### src/gk_ring_pkg.sv
// constants for ground key detection and ringing control
package gk_ring_pkg;
   // register offsets
   localparam logic [5:0] OFS_LINE_STATE   = 6'h00;
   localparam logic [5:0] OFS_RING_CONTROL = 6'h04;
   localparam logic [5:0] OFS_RING_ACTIVE  = 6'h08;
   localparam logic [5:0] OFS_RING_INACT   = 6'h0c;
   localparam logic [5:0] OFS_RELAY_CTRL   = 6'h10;
   localparam logic [5:0] OFS_GK_DEBOUNCE  = 6'h14;
   localparam logic [5:0] OFS_GK_ASSERT    = 6'h18;
   localparam logic [5:0] OFS_GK_RELEASE   = 6'h1c;
   localparam logic [5:0] OFS_GK_COEFF     = 6'h20;
   localparam logic [5:0] OFS_LOOP_TRIP    = 6'h24;
   localparam logic [5:0] OFS_IRQ_VECTOR   = 6'h28;
   localparam logic [5:0] OFS_IRQ_ENABLE   = 6'h2c;
   localparam logic [5:0] OFS_GK_FILTERED  = 6'h30;
   // field positions
   localparam int RC_TRAP_BIT     = 0;
   localparam int RC_TA_EN_BIT    = 1;
   localparam int RC_TI_EN_BIT    = 2;
   localparam int RC_OSC_MON_BIT  = 3;
   localparam int LT_LOOP_BIT     = 0;
   localparam int LT_GK_BIT       = 1;
   localparam int IRQ_GK_BIT      = 0;
   localparam int IRQ_RING_TA_BIT = 1;
   localparam int IRQ_RING_TI_BIT = 2;
   localparam int IRQ_W           = 3;
   localparam int COEFF_LSB       = 3;
   localparam int COEFF_SHIFT     = 14;
   // reset values
   localparam logic [15:0] GK_COEFF_RST = 16'h0a10;
   localparam logic [15:0] ZERO16       = 16'h0000;
   // usable threshold limit, codes of 3.097 uA up to 16 mA
   localparam logic [15:0] GK_THR_LIMIT = 16'h142e;
   // line states
   typedef enum logic [2:0] {
      LS_OPEN       = 3'h0,
      LS_FWD_ACTIVE = 3'h1,
      LS_FWD_OHT    = 3'h2,
      LS_TIP_OPEN   = 3'h3,
      LS_RINGING    = 3'h4,
      LS_REV_ACTIVE = 3'h5,
      LS_REV_OHT    = 3'h6,
      LS_RING_OPEN  = 3'h7
   } line_state_e;
   // cadence phases, gray along idle, active, inactive
   typedef enum logic [1:0] {
      CAD_IDLE     = 2'b00,
      CAD_ACTIVE   = 2'b01,
      CAD_INACTIVE = 2'b11
   } cadence_e;
   // timing
   localparam int CLK_PERIOD_NS   = 10;
   localparam int TICK_PERIOD_NS  = 125000;
   localparam int TICK_CYCLES_DEF = TICK_PERIOD_NS / CLK_PERIOD_NS;
   localparam int RING_STEP_US    = 125;
   localparam int DEB_STEP_US     = 1250;
   localparam int TICKS_PER_DEB   = DEB_STEP_US / RING_STEP_US;
endpackage : gk_ring_pkg

### src/gk_ring_ctrl.sv
// ground key detection and ringing control with register port
//
// Operation
// - in tip open a rising loop closure moves the line to forward active by itself.
// - ground key detection is off while either threshold is above the 16 mA limit.
// - the debounce interval is a 16-bit count of 1.25 ms steps.
// - a ground key pending flag and its enable bit sit in the second irq vector and enable.
// - both thresholds are 16-bit codes compared with the filtered longitudinal current.
// - the filter coefficient is bits 15 to 3, zero blocks and 4000h passes straight.
// - a read-only ground key detect bit shows the debounced condition.
// - balanced ringing drives tip and ring in antiphase.
// - ringing starts and stops only where the wave crosses the on-hook voltage.
// - active and inactive cadence timers count 125 us steps, each with its own enable.
// - an enable bit gates the ringing relay driver output.
// - the debounced output changes only after the opposite input held the whole interval.
// - an assert threshold detects onset and a lower release threshold detects release.
//
// Local design decisions: the register addresses and the address-and-strobe port.
`timescale 1ns/1ps
`default_nettype none
module gk_ring_ctrl #(
   parameter int TICK_CYCLES = gk_ring_pkg::TICK_CYCLES_DEF,
   parameter int DW          = 16
) (
   input  wire logic                   clk_i,
   input  wire logic                   rst_i,
   input  wire logic [5:0]             addr_i,
   input  wire logic [DW-1:0]          wdata_i,
   input  wire logic                   wr_i,
   input  wire logic                   rd_i,
   output logic      [DW-1:0]          rdata_o,
   input  wire logic signed [DW-1:0]   longitudinal_current_sense_i,
   input  wire logic                   loop_closure_status_i,
   input  wire logic signed [DW-1:0]   onhook_line_voltage_i,
   input  wire logic signed [DW-1:0]   ring_wave_i,
   output logic signed [DW:0]          tip_wave_o,
   output logic signed [DW:0]          ring_wave_o,
   output logic                        ring_trapezoid_o,
   output logic                        relay_drive_o,
   output logic [2:0]                  line_state_shadow_o,
   output logic                        irq_o
);
   import gk_ring_pkg::*;

   function automatic logic [DW-1:0] abs_mag(input logic signed [DW-1:0] v);
      abs_mag = v[DW-1] ? DW'(-v) : v;
      if (v[DW-1] && abs_mag[DW-1])
         abs_mag = '1;
   endfunction : abs_mag

   line_state_e       line_state;
   cadence_e          cadence;
   logic [DW-1:0]     ring_active_time;
   logic [DW-1:0]     ring_inactive_time;
   logic [DW-1:0]     gnd_key_debounce_interval;
   logic [DW-1:0]     gnd_key_assert_threshold;
   logic [DW-1:0]     gnd_key_release_threshold;
   logic [DW-1:0]     gnd_key_filter_coeff;
   logic              ring_trap;
   logic              active_timer_enable;
   logic              inactive_timer_enable;
   logic              relay_driver_output_enable;
   logic              ring_oscillator_monitor;
   logic              gnd_key_detect_status;
   logic              gk_cmp;
   logic              loop_q;
   logic              cross_sign_q;
   logic [IRQ_W-1:0]  irq_vector_two;
   logic [IRQ_W-1:0]  irq_enable_two;
   logic [IRQ_W-1:0]  irq_events;
   logic [31:0]       tick_cnt;
   logic              tick;
   logic signed [DW-1:0] gk_filt;
   logic [DW-1:0]     gk_filt_abs;
   logic [DW-1:0]     coeff_eff;
   logic              thr_over;
   logic [19:0]       deb_cnt;
   logic [19:0]       deb_target;
   logic [DW-1:0]     cad_cnt;
   logic              ring_want;
   logic signed [DW:0] cross_diff;
   logic              crossing;
   logic signed [DW:0]        filt_diff;
   logic signed [DW+DW+1:0]   filt_prod;
   logic signed [DW:0]        filt_sum;

   wire wr_line = wr_i && (addr_i == OFS_LINE_STATE);

   // 125 us sample tick
   always_ff @(posedge clk_i or posedge rst_i) begin
      if (rst_i)
         tick_cnt <= '0;
      else if (tick)
         tick_cnt <= '0;
      else
         tick_cnt <= tick_cnt + 32'h1;
   end
   assign tick = (tick_cnt == 32'(TICK_CYCLES - 1));

   // register writes
   always_ff @(posedge clk_i or posedge rst_i) begin
      if (rst_i) begin
         ring_active_time           <= ZERO16;
         ring_inactive_time         <= ZERO16;
         gnd_key_debounce_interval  <= ZERO16;
         gnd_key_assert_threshold   <= ZERO16;
         gnd_key_release_threshold  <= ZERO16;
         gnd_key_filter_coeff       <= GK_COEFF_RST;
         ring_trap                  <= 1'b0;
         active_timer_enable        <= 1'b0;
         inactive_timer_enable      <= 1'b0;
         relay_driver_output_enable <= 1'b0;
         irq_enable_two             <= '0;
      end else if (wr_i) begin
         case (addr_i)
            OFS_RING_CONTROL: begin
               ring_trap             <= wdata_i[RC_TRAP_BIT];
               active_timer_enable   <= wdata_i[RC_TA_EN_BIT];
               inactive_timer_enable <= wdata_i[RC_TI_EN_BIT];
            end
            OFS_RING_ACTIVE:  ring_active_time           <= wdata_i;
            OFS_RING_INACT:   ring_inactive_time         <= wdata_i;
            OFS_RELAY_CTRL:   relay_driver_output_enable <= wdata_i[0];
            OFS_GK_DEBOUNCE:  gnd_key_debounce_interval  <= wdata_i;
            OFS_GK_ASSERT:    gnd_key_assert_threshold   <= wdata_i;
            OFS_GK_RELEASE:   gnd_key_release_threshold  <= wdata_i;
            OFS_GK_COEFF:     gnd_key_filter_coeff       <= wdata_i;
            OFS_IRQ_ENABLE:   irq_enable_two             <= wdata_i[IRQ_W-1:0];
            default: ;
         endcase
      end
   end

   // line state with automatic forward or reverse active on loop closure
   always_ff @(posedge clk_i or posedge rst_i) begin
      if (rst_i) begin
         line_state <= LS_OPEN;
         loop_q     <= 1'b0;
      end else begin
         loop_q <= loop_closure_status_i;
         if (wr_line)
            line_state <= line_state_e'(wdata_i[2:0]);
         else if (loop_closure_status_i && !loop_q && line_state == LS_TIP_OPEN)
            line_state <= LS_FWD_ACTIVE;
         else if (loop_closure_status_i && !loop_q && line_state == LS_RING_OPEN)
            line_state <= LS_REV_ACTIVE;
      end
   end
   assign line_state_shadow_o = line_state;

   // ground key low-pass filter
   assign coeff_eff = {gnd_key_filter_coeff[DW-1:COEFF_LSB], 3'h0};
   always_comb begin
      filt_diff = {longitudinal_current_sense_i[DW-1], longitudinal_current_sense_i}
                  - {gk_filt[DW-1], gk_filt};
      filt_prod = filt_diff * $signed({1'b0, coeff_eff});
      filt_sum  = {gk_filt[DW-1], gk_filt} + (DW+1)'(filt_prod >>> COEFF_SHIFT);
   end
   always_ff @(posedge clk_i or posedge rst_i) begin
      if (rst_i)
         gk_filt <= '0;
      else if (tick)
         gk_filt <= filt_sum[DW-1:0];
   end
   assign gk_filt_abs = abs_mag(gk_filt);

   // threshold comparator with hysteresis
   assign thr_over = (gnd_key_assert_threshold > GK_THR_LIMIT)
                     || (gnd_key_release_threshold > GK_THR_LIMIT);
   always_ff @(posedge clk_i or posedge rst_i) begin
      if (rst_i)
         gk_cmp <= 1'b0;
      else if (thr_over)
         gk_cmp <= 1'b0;
      else if (!gk_cmp && gk_filt_abs > gnd_key_assert_threshold)
         gk_cmp <= 1'b1;
      else if (gk_cmp && gk_filt_abs < gnd_key_release_threshold)
         gk_cmp <= 1'b0;
   end

   // debounce in 1.25 ms steps of ten sample ticks
   assign deb_target = 20'(gnd_key_debounce_interval * TICKS_PER_DEB);
   always_ff @(posedge clk_i or posedge rst_i) begin
      if (rst_i) begin
         deb_cnt               <= '0;
         gnd_key_detect_status <= 1'b0;
      end else if (gk_cmp == gnd_key_detect_status) begin
         deb_cnt <= '0;
      end else if (deb_cnt >= deb_target) begin
         gnd_key_detect_status <= gk_cmp;
         deb_cnt               <= '0;
      end else if (tick) begin
         deb_cnt <= deb_cnt + 20'h1;
      end
   end

   // ringing cadence
   always_ff @(posedge clk_i or posedge rst_i) begin
      if (rst_i) begin
         cadence <= CAD_IDLE;
         cad_cnt <= '0;
      end else if (line_state != LS_RINGING) begin
         cadence <= CAD_IDLE;
         cad_cnt <= '0;
      end else begin
         case (cadence)
            CAD_IDLE: begin
               cadence <= CAD_ACTIVE;
               cad_cnt <= '0;
            end
            CAD_ACTIVE:
               if (tick && active_timer_enable) begin
                  if (cad_cnt >= ring_active_time) begin
                     cadence <= CAD_INACTIVE;
                     cad_cnt <= '0;
                  end else
                     cad_cnt <= cad_cnt + 16'h1;
               end
            CAD_INACTIVE:
               if (tick && inactive_timer_enable) begin
                  if (cad_cnt >= ring_inactive_time) begin
                     cadence <= CAD_ACTIVE;
                     cad_cnt <= '0;
                  end else
                     cad_cnt <= cad_cnt + 16'h1;
               end
            default: cadence <= CAD_IDLE;
         endcase
      end
   end
   assign ring_want = (cadence == CAD_ACTIVE);

   // apply and remove ringing at on-hook voltage crossings
   assign cross_diff = {ring_wave_i[DW-1], ring_wave_i}
                       - {onhook_line_voltage_i[DW-1], onhook_line_voltage_i};
   assign crossing = (cross_diff[DW] != cross_sign_q) || (cross_diff == '0);
   always_ff @(posedge clk_i or posedge rst_i) begin
      if (rst_i) begin
         cross_sign_q            <= 1'b0;
         ring_oscillator_monitor <= 1'b0;
      end else begin
         cross_sign_q <= cross_diff[DW];
         if (crossing)
            ring_oscillator_monitor <= ring_want;
      end
   end

   // balanced drive and relay output
   always_ff @(posedge clk_i or posedge rst_i) begin
      if (rst_i) begin
         tip_wave_o    <= '0;
         ring_wave_o   <= '0;
         relay_drive_o <= 1'b0;
      end else begin
         tip_wave_o    <= ring_oscillator_monitor ? {ring_wave_i[DW-1], ring_wave_i} : '0;
         ring_wave_o   <= ring_oscillator_monitor ? -{ring_wave_i[DW-1], ring_wave_i} : '0;
         relay_drive_o <= relay_driver_output_enable && ring_oscillator_monitor;
      end
   end
   assign ring_trapezoid_o = ring_trap;

   // interrupt vector, set wins over write-one-to-clear
   assign irq_events[IRQ_GK_BIT] = gk_cmp && !gnd_key_detect_status
                                   && deb_cnt >= deb_target;
   assign irq_events[IRQ_RING_TA_BIT] = (cadence == CAD_ACTIVE) && tick && active_timer_enable
                                        && cad_cnt >= ring_active_time;
   assign irq_events[IRQ_RING_TI_BIT] = (cadence == CAD_INACTIVE) && tick
                                        && inactive_timer_enable
                                        && cad_cnt >= ring_inactive_time;
   always_ff @(posedge clk_i or posedge rst_i) begin
      if (rst_i)
         irq_vector_two <= '0;
      else if (wr_i && addr_i == OFS_IRQ_VECTOR)
         irq_vector_two <= (irq_vector_two & ~wdata_i[IRQ_W-1:0]) | irq_events;
      else
         irq_vector_two <= irq_vector_two | irq_events;
   end
   assign irq_o = |(irq_vector_two & irq_enable_two);

   // read data one cycle after the strobe
   always_ff @(posedge clk_i or posedge rst_i) begin
      if (rst_i)
         rdata_o <= '0;
      else if (rd_i) begin
         case (addr_i)
            OFS_LINE_STATE:   rdata_o <= DW'(line_state);
            OFS_RING_CONTROL: rdata_o <= DW'({ring_oscillator_monitor, inactive_timer_enable,
                                              active_timer_enable, ring_trap});
            OFS_RING_ACTIVE:  rdata_o <= ring_active_time;
            OFS_RING_INACT:   rdata_o <= ring_inactive_time;
            OFS_RELAY_CTRL:   rdata_o <= DW'(relay_driver_output_enable);
            OFS_GK_DEBOUNCE:  rdata_o <= gnd_key_debounce_interval;
            OFS_GK_ASSERT:    rdata_o <= gnd_key_assert_threshold;
            OFS_GK_RELEASE:   rdata_o <= gnd_key_release_threshold;
            OFS_GK_COEFF:     rdata_o <= coeff_eff;
            OFS_LOOP_TRIP:    rdata_o <= DW'({gnd_key_detect_status, loop_closure_status_i});
            OFS_IRQ_VECTOR:   rdata_o <= DW'(irq_vector_two);
            OFS_IRQ_ENABLE:   rdata_o <= DW'(irq_enable_two);
            OFS_GK_FILTERED:  rdata_o <= gk_filt;
            default:          rdata_o <= '0;
         endcase
      end else
         rdata_o <= '0;
   end
endmodule : gk_ring_ctrl
`default_nettype wire

### config.mk
export PLATFORM = sky130hd
export DESIGN_NAME = gk_ring_ctrl
export DESIGN_NICKNAME = d
export VERILOG_FILES = /design/src/gk_ring_pkg.sv /design/src/gk_ring_ctrl.sv
export SDC_FILE = /design/constraint.sdc
export NUM_CORES = 1
export LEC_CHECK = 0
export ABC_AREA = 1
export BUFFER_PORTS_ARGS = -buffer_cell sky130_fd_sc_hd__buf_2
export CORE_MARGIN = 4
export CORE_UTILIZATION = 64
export CTS_CLUSTER_DIAMETER = 40
export DETAILED_ROUTE_END_ITERATION = 6
export HOLD_SLACK_MARGIN = 0.02
export PLACE_DENSITY_LB_ADDON = 0.1
export SYNTH_ARGS = -nofsm -noshare
export SYNTH_HDL_FRONTEND = slang
export SYNTH_SLANG_ARGS = --single-unit
export TNS_END_PERCENT = 20
### constraint.sdc
create_clock -name clk_i -period 11.1 [get_ports clk_i]
set_input_delay 1.11 -clock clk_i [delete_from_list [all_inputs] [get_ports clk_i]]
set_output_delay 1.11 -clock clk_i [all_outputs]
set_load 0.1 [all_outputs]
* Word level (Yosys, flattened, before mapping) *
Index checks and enable logic that the tools add are counted.

word-level totals
  bits in registers = 251
  input bits = 75
  output and inout bits = 56
  logic and storage cells = 147

cells by class
  add/sub/neg operators = 8
  multiply operators = 2
  magnitude comparators = 7
  equal/unequal tests = 24
  muxes and demuxes = 29
  bitwise logic cells = 6
  reductions and logical operators = 44

operator list
  operator                                                          number
  case mux 16 bit (13 select lines)                                 1
  2-to-1 mux 16 bit                                                 8
  2-to-1 mux 20 bit                                                 3
  case mux 16 bit (3 select lines)                                  1
  2-to-1 mux 17 bit                                                 2
  subtractor 16 x 16 -> 17 bit                                      2
  adder 32 x 1 -> 32 bit (second input constant)                    1
  == test 32 x 14 -> 1 bit (second input constant)                  1
  >= comparator 16 bit                                              2
  greater-than comparator 16 x 13 -> 1 bit (second input constant)  2
  2-to-1 mux 32 bit                                                 1
  == test 6 bit (second input constant)                             5
  multiplier 17 x 14 -> 27 bit                                      1
  == test 6 x 5 -> 1 bit (second input constant)                    4
  adder 20 x 1 -> 20 bit (second input constant)                    1
  >= comparator 20 bit                                              1
  AND reduction 2 bit                                               10
  logical AND 1 bit                                                 19
  multiplier 16 x 3 -> 19 bit (second input constant)               1
  zero test 17 bit                                                  1
  negator 17 bit                                                    1
  adder 16 x 1 -> 16 bit (second input constant)                    1
  adder 16 bit                                                      1
  greater-than comparator 16 bit                                    1
  30 further kinds                                                  49

* Logic depth before layout (Yosys ltp) *
Gate-level depths: netlist (run 1).

  depth in word-level cells = 9
  gate-level depth with buffers = 49
  gate-level depth less buffers = 49

* Worst setup path before layout (run 1) *
OpenSTA, ideal clock, no wires.

  path kind = in2reg
  start point = in longitudinal_current_sense_i[0]
  end point = reg gk_filt[15]
  library setup time = 117 ps
  arrival = 8829 ps
  data required time = 10983 ps
  path slack = 2154 ps
  cell stages on the path = 39
  buffers on the path = 0
  cells stage by stage = inv_1 ha_1 fa_1 inv_1 nand2_1 nand2_1 and2_1 nand3_1 nand3_1 xor2_1 nand2_1 fa_1 fa_1 inv_1 fa_1 fa_1 fa_1 inv_1 [3 not listed] a21o_1 a221oi_1 nand2_1 a21oi_1 o21ai_1 a21oi_1 xor2_1 ha_1 a21oi_1 nor2_1 a211oi_1 inv_1 a221oi_1 inv_1 nand3_1 nand3_1 nand2_1 nand2_1

between the ends
  word-level cells in the longest chain between the ends = 3

RTL lines
  what                          RTL line             text
  from (decl)                   gk_ring_ctrl.sv:32   input wire logic signed [DW-1:0] longitudinal_current_sense_i,
  subtractor 16 x 16 -> 17 bit  gk_ring_ctrl.sv:155  - {gk_filt[DW-1], gk_filt};
  multiplier 17 x 14 -> 27 bit  gk_ring_ctrl.sv:156  filt_prod = filt_diff * $signed({1'b0, coeff_eff});
  adder 16 bit                  gk_ring_ctrl.sv:157  filt_sum = {gk_filt[DW-1], gk_filt} + (DW+1)'(filt_prod >>> COEFF_SHIFT);
  to (signal assigned)          gk_ring_ctrl.sv:163  gk_filt <= filt_sum[DW-1:0];
  to (decl)                     gk_ring_ctrl.sv:73   logic signed [DW-1:0] gk_filt;

No other way between the ends.
A chain may end at the register's enable or synchronous reset.

* Worst setup path after layout (run 1) *
Ends and elaborated chain as after synthesis.

==> results of run 1 <==
critical path: cells and delay by family:
| family | cells | cell delay, ns |
|---|---|---|
| adders and majority gates | 10 | 3.97 |
| buffers and inverters | 12 | 0.94 |
| and+or+nand+nor | 12 | 1.26 |
| AOI/OAI and AO/OA | 9 | 1.93 |
| xor gates and xnor gates | 2 | 0.93 |
synth_stat cells (6+ instances only):
master      n
ha_1      233
a211oi_1    8
a21oi_1   155
inv_2      15
nor4_1     19
fa_1      191
a221oi_1    9
xnor2_1    27
nor2_1    244
o21ai_0   187
dfrtp_1   243
o221ai_1    6
or2_2      10
xor2_1     71
nor3_1     53
nand3b_1    7
o21bai_1    7
a31oi_1    18
a21o_1     10
o22ai_1    30
clkbuf_1   47
nand2_1   596
nand3_1   103
buf_2       9
o21ai_2     9
o21ai_1    15
nand4_1    41
nand2_2    10
inv_1     634
metrics by stage:
stage | power [W] | hold slack [ns] | instances | instance area, µm²
6_report | 0.00684 | 0.456 | 3748 | 26600
5_1_grt | 0.00751 | 0.495 | 3748 | 26600
4_1_cts | 0.00684 | 0.460 | 3748 | 26600
3_5_place_dp | 0.00549 | 0.448 | 3669 | 25100
3_3_place_gp | 0.00539 | 0.442 | 3669 | 25100
2_1_floorplan | 0.00454 | 0.425 | 3087 | 24000
power groups by stage:
stage	combinational, W	sequential [W]	clock, W
global placement	0.00427	0.00112	0
detailed placement	0.00437	0.00112	0
finish	0.00440	0.00111	0.00133
floorplan	0.00323	0.00130	0
CTS	0.00439	0.00111	0.00134
global route	0.00500	0.00112	0.00139
worst paths after layout:
path / startpoint / endpoint / slack [ns] / cells after the start
worst min-delay path: tick_cnt[0] / tick_cnt[0] / 0.46 / 1
worst max-delay path: longitudinal_current_sense_i[0] / gk_filt[15] / 1.37 / 45
worst max register to register: gk_filt[0] / gk_filt[15] / 1.56 / 43
max in group asynchronous: rst_i / ring_active_time[12] / 8.46 / 3
min in group asynchronous: rst_i / tip_wave_o[2] / 0.84 / 2
worst min register to register: tick_cnt[0] / tick_cnt[0] / 0.46 / 1
layout make-up:
type / instances / share of cell area
Multi-Input combinational cell: 2127 / 0.570
Tap cell: 504 / 0.0237
Inverter: 654 / 0.0926
Sequential cell: 246 / 0.231
Clock inverter: 24 / 0.00987
Clock buffer: 55 / 0.0452
Timing Repair Buffer: 138 / 0.0267
per-layer routing:
| metal | global-route usage | vias up | routed length [µm] |
|---|---|---|---|
| met2 | 0.539 | 881 | 31700 |
| met1 | 0.450 | 10200 | 27600 |
| met4 | 0.128 | 0 | 2720 |
| met3 | 0.0537 | 178 | 5350 |
| li1 | - | 10100 | - |
| met5 | 0 | - | 0 |
registers in the layout, indices dropped and copies added, names as in the netlist, 2 cells and up:
register,count
gk_filt,16
tip_wave_o,15
gnd_key_filter_coeff,13
cad_cnt,16
cadence,2
tick_cnt,32
line_state_shadow_o,3
gnd_key_release_threshold,16
gnd_key_debounce_interval,16
ring_wave_o,17
deb_cnt,20
gnd_key_assert_threshold,16
ring_active_time,16
ring_inactive_time,16
rdata_o,16
irq_vector_two,3
irq_enable_two,3
cells by family after synthesis:
kind of cell | synth area share
AOI/OAI and AO/OA | 0.115
xor gates and xnor gates | 0.0357
adders and majority gates | 0.280
buffers and inverters | 0.113
DFF | 0.256
and+or+nand+nor | 0.200
==> metrics.txt, run 1 <==
status finished clean; Worst Tran Pin Value 1.13 ns; Resized Gates After CTS 0; DRC 0; CTS sink cnt 246; critical path type input port to register; most common cell after layout, fill and taps aside inv_1; I/O pins 131; CP required 11.54 ns; Cells after Synth 3087; cts hold-fix bufs 0; synthesized cell area 0.0240 mm²; filler cell count 2980; Syn Nets 3586; Worst Path Arrival 10.16 ns; via count of the first global-routing pass 21.4k; via count 21.3k; Comb power frac 0.643; Startpoint Class input port; DP Wirelength 53300 µm; post-route antenna net violation count 0; Sw Pwr 0.00342 W; drt wl/cell 18.0 µm; Die H 202 µm; Remaining Overflow, GRT 0; top cell type's share of synthesized area 0.253; setup ws final 1.37 ns; largest stage delay on the critical path 0.70 ns; Synth Warn # 0; Post-CTS Setup Bufs 0; slowest cell on the critical path xor2_1; vias per cell 5.68; Synth area leaders dfrtp_1 (25%), fa_1 (16%), ha_1 (12%), inv_1 (9.9%), nand2_1 (9.3%); clock root buffer clkbuf_16; GP Congestion 0.986; Multi-input gate area 0.0152 mm²; flop and latch count out of synthesis 246; first-pass GRT wire length 110000 µm; max-slew violations 0; clock buffer depth 3; Distinct cells, synth 62; Synth Flop Type dfrtp_1; Row Count 70; largest net degree at the start of global routing 160; commonest cells after routing, fill and taps aside inv_1 (633), nand2_1 (596), nor2_1 (244); min-delay worst type register to register; drt total wl 67300 µm; Clk pwr share 0.194; sequential share of the synthesized area 0.256; final hold violations 0; DRT Pass-1 Iters 6; number of buffers added on ports 130; sequential power share 0.162; Pint 0.00342 W; Max-slew headroom 0.249; Area Growth Syn to Fin 10.7%; critical path's most frequent cell inv_1; Layout Utilization 0.722; first-iteration detailed-routing DRC count 1658; TritonCTS clock tree yes; Worst Setup End Kind register; initial antenna violation count 0; Final nets 3709; width of the die 202 µm; CTS clock-pin slew for the worst setup and hold paths 0.05 ns; Period minus WS final 9.73 ns; # H-tree levels 2; RSZ-0062 raised after global routing no; Fmax 103 MHz; TritonCTS Buffers 43; worst slack at placement 0.864 ns; max cap viols 0; maximum vdd drop 316 µV; DIE AREA 0.0407 mm²; Initial Util 0.652; Power Density 257 mW/mm²; cell accounting for the most synthesized area dfrtp_1; synthesized area per cell 7.79 µm²; Core Box Area 0.0369 mm²; worst skew pair latency 0.56 ns; ys async rst share 1.00; Seq. cell area 0.00616 mm²; LEAKAGE 14.0 nW; share of cells above drive strength 1 0.0879; EDFF count, synth 0; Antenna Cells 0; CP max FO 9; Final Cycle Share 0.876; clock skew 0.0251 ns; Switching Fraction 0.501; GRT Total Usage 0.331; setup TNS 0 ns; Final setup viols 0
No activity file was read; power rests on OpenSTA's default activity.
==> run 2: changes to the inputs <==
--- a/config.mk
+++ b/config.mk
@@ -6,8 +6,8 @@
 export NUM_CORES = 1
 export LEC_CHECK = 0
 export ABC_AREA = 1
-export BUFFER_PORTS_ARGS = -buffer_cell sky130_fd_sc_hd__buf_2
-export CORE_MARGIN = 4
+export BUFFER_PORTS_ARGS = -buffer_cell sky130_fd_sc_hd__buf_4
+export CORE_MARGIN = 2
 export CORE_UTILIZATION = 64
 export CTS_CLUSTER_DIAMETER = 40
 export DETAILED_ROUTE_END_ITERATION = 6
==> metrics.txt, run 2 (synthesis results as in run 1) <==
Resized Gates After CTS 0; # H-tree levels 2; Row Count 70; Top delay family on crit path adder cells; commonest cells after routing, fill and taps aside inv_1 (633), nand2_1 (596), nor2_1 (244); Worst Tran Pin Value 1.03 ns; worst skew pair latency 0.58 ns; CTS sink cnt 246; HP Start tick_cnt[0]; critical path type input port to register; Power Density 257 mW/mm²; Core Box Area 0.0368 mm²; TritonCTS Buffers 42; Hold Crit Depth 1; Startpoint Class input port; Final nets 3712; Antenna Cells 0; Largest regs tick_cnt (32), deb_cnt (20), ring_wave_o (17); worst slack at placement 0.754 ns; largest net degree at the start of global routing 138; clock buffer depth 3; via count of the first global-routing pass 21.4k; max cap viols 0; Max-slew headroom 0.309; largest stage delay on the critical path 0.77 ns; hold worst-path end tick_cnt[0]; Remaining Overflow, GRT 0; via count 21.4k; initial antenna violation count 0; placed cell count 3637; Final Cycle Share 0.890; Worst R2R End gk_filt[15]; cts hold-fix bufs 0; most common cell after layout, fill and taps aside inv_1; Period minus WS final 9.88 ns; share of cells above drive strength 1 0.0893; GP Congestion 0.984; min-delay worst type register to register; critical path's most frequent cell inv_1; final hold violations 0; slowest cell on the critical path xor2_1; Final setup viols 0; drt total wl 67100 µm; r2r setup slk 1.38 ns; Layout Cells excl Fill 3715; number of buffers added on ports 130; Largest register FFs 32; GRT Total Usage 0.355; max-slew violations 0; DP Wirelength 53000 µm; CTS clock-pin slew for the worst setup and hold paths 0.06 ns; I/O pins 131; post-route antenna net violation count 0; clock skew 0.0363 ns; DIE AREA 0.0391 mm²; CP required 11.54 ns; maximum vdd drop 299 µV; drt wl/cell 18.1 µm; Die H 198 µm; TritonCTS clock tree yes; vias per cell 5.76; clock root buffer clkbuf_16; setup ws final 1.22 ns; DRT Pass-1 Iters 6; FF-to-FF path depth 43; first-iteration detailed-routing DRC count 1748; Worst Setup End Kind register; first-pass GRT wire length 109000 µm; Top reg by flops tick_cnt; Fmax 101 MHz; RSZ-0062 raised after global routing no; Initial Util 0.654; WP buf/inv 12; setup TNS 0 ns; status finished clean; CP max FO 9; width of the die 198 µm; Post-CTS Setup Bufs 0; LEAKAGE 14.1 nW; RR Startpoint gk_filt[0]; DRC 0; Worst Path Arrival 10.32 ns; Area Growth Syn to Fin 12.1%
==> run 2: cell count changes in the layout (fill, tap and decap cells not counted), sizes merged <==
cell	before	now
clkbuf	55	48
inv	655	660
buf	138	142
bufinv	3	6
clkinv	14	13
clkinvlp	6	5
==> run 2: report_power, final <==
group | internal [W] | leakage (nW) | total [W] | switching (W)
logic | 0.00161 | 10.1 | 0.00444 | 0.00283
clock network | 0.000880 | 0.724 | 0.00139 | 0.000507
registers | 0.000995 | 3.20 | 0.00111 | 0.000118
==> run 2: metal layers <==
layer / up-vias / wire [µm] / track usage / part of all wire
met4: 0 / 3830 / 0.191 / 0.057
met1: 10200 / 27400 / 0.470 / 0.41
met2: 928 / 30300 / 0.562 / 0.45
met3: 227 / 5520 / 0.0583 / 0.082
met5: - / 0 / 0 / 0
li1: 10100 / - / - / -
==> run 2: area by class of cell <==
| cell class | count | area (µm²) |
|---|---|---|
| Clock buffer | 48 | 1110 |
| Clock inverter | 30 | 389 |
| Fill cell | 2942 | 9830 |
| Inverter | 654 | 2460 |
| Multi-Input combinational cell | 2127 | 15200 |
| Sequential cell | 246 | 6160 |
| Tap cell | 468 | 586 |
| Timing Repair Buffer | 142 | 1070 |
==> run 2: worst max-delay path by stage <==
| stage | startpoint | endpoint | slack [ns] | cells past startpoint |
|---|---|---|---|---|
| final | longitudinal_current_sense_i[0] | gk_filt[15] | 1.22 | 45 |
| after global placement | longitudinal_current_sense_i[0] | gk_filt[15] | 1.03 | 45 |
| after detailed placement | longitudinal_current_sense_i[0] | gk_filt[15] | 0.75 | 45 |
| after floorplan | longitudinal_current_sense_i[0] | gk_filt[15] | 2.15 | 39 |
| after global routing | longitudinal_current_sense_i[0] | gk_filt[13] | 0.60 | 50 |
| after CTS | longitudinal_current_sense_i[0] | gk_filt[15] | 1.32 | 45 |
==> run 2: per-stage QoR <==
| step | hold slack (ns) | utilization | total power (W) | instance area [µm²] |
|---|---|---|---|---|
| 2_1_floorplan | 0.425 | - | 0.00454 | 24000 |
| 3_3_place_gp | 0.440 | 0.692 | 0.00539 | 25500 |
| 3_5_place_dp | 0.460 | 0.692 | 0.00551 | 25500 |
| 4_1_cts | 0.468 | 0.733 | 0.00692 | 27000 |
| 5_1_grt | 0.491 | 0.733 | 0.00760 | 27000 |
| 6_report | 0.469 | 0.733 | 0.00694 | 27000 |
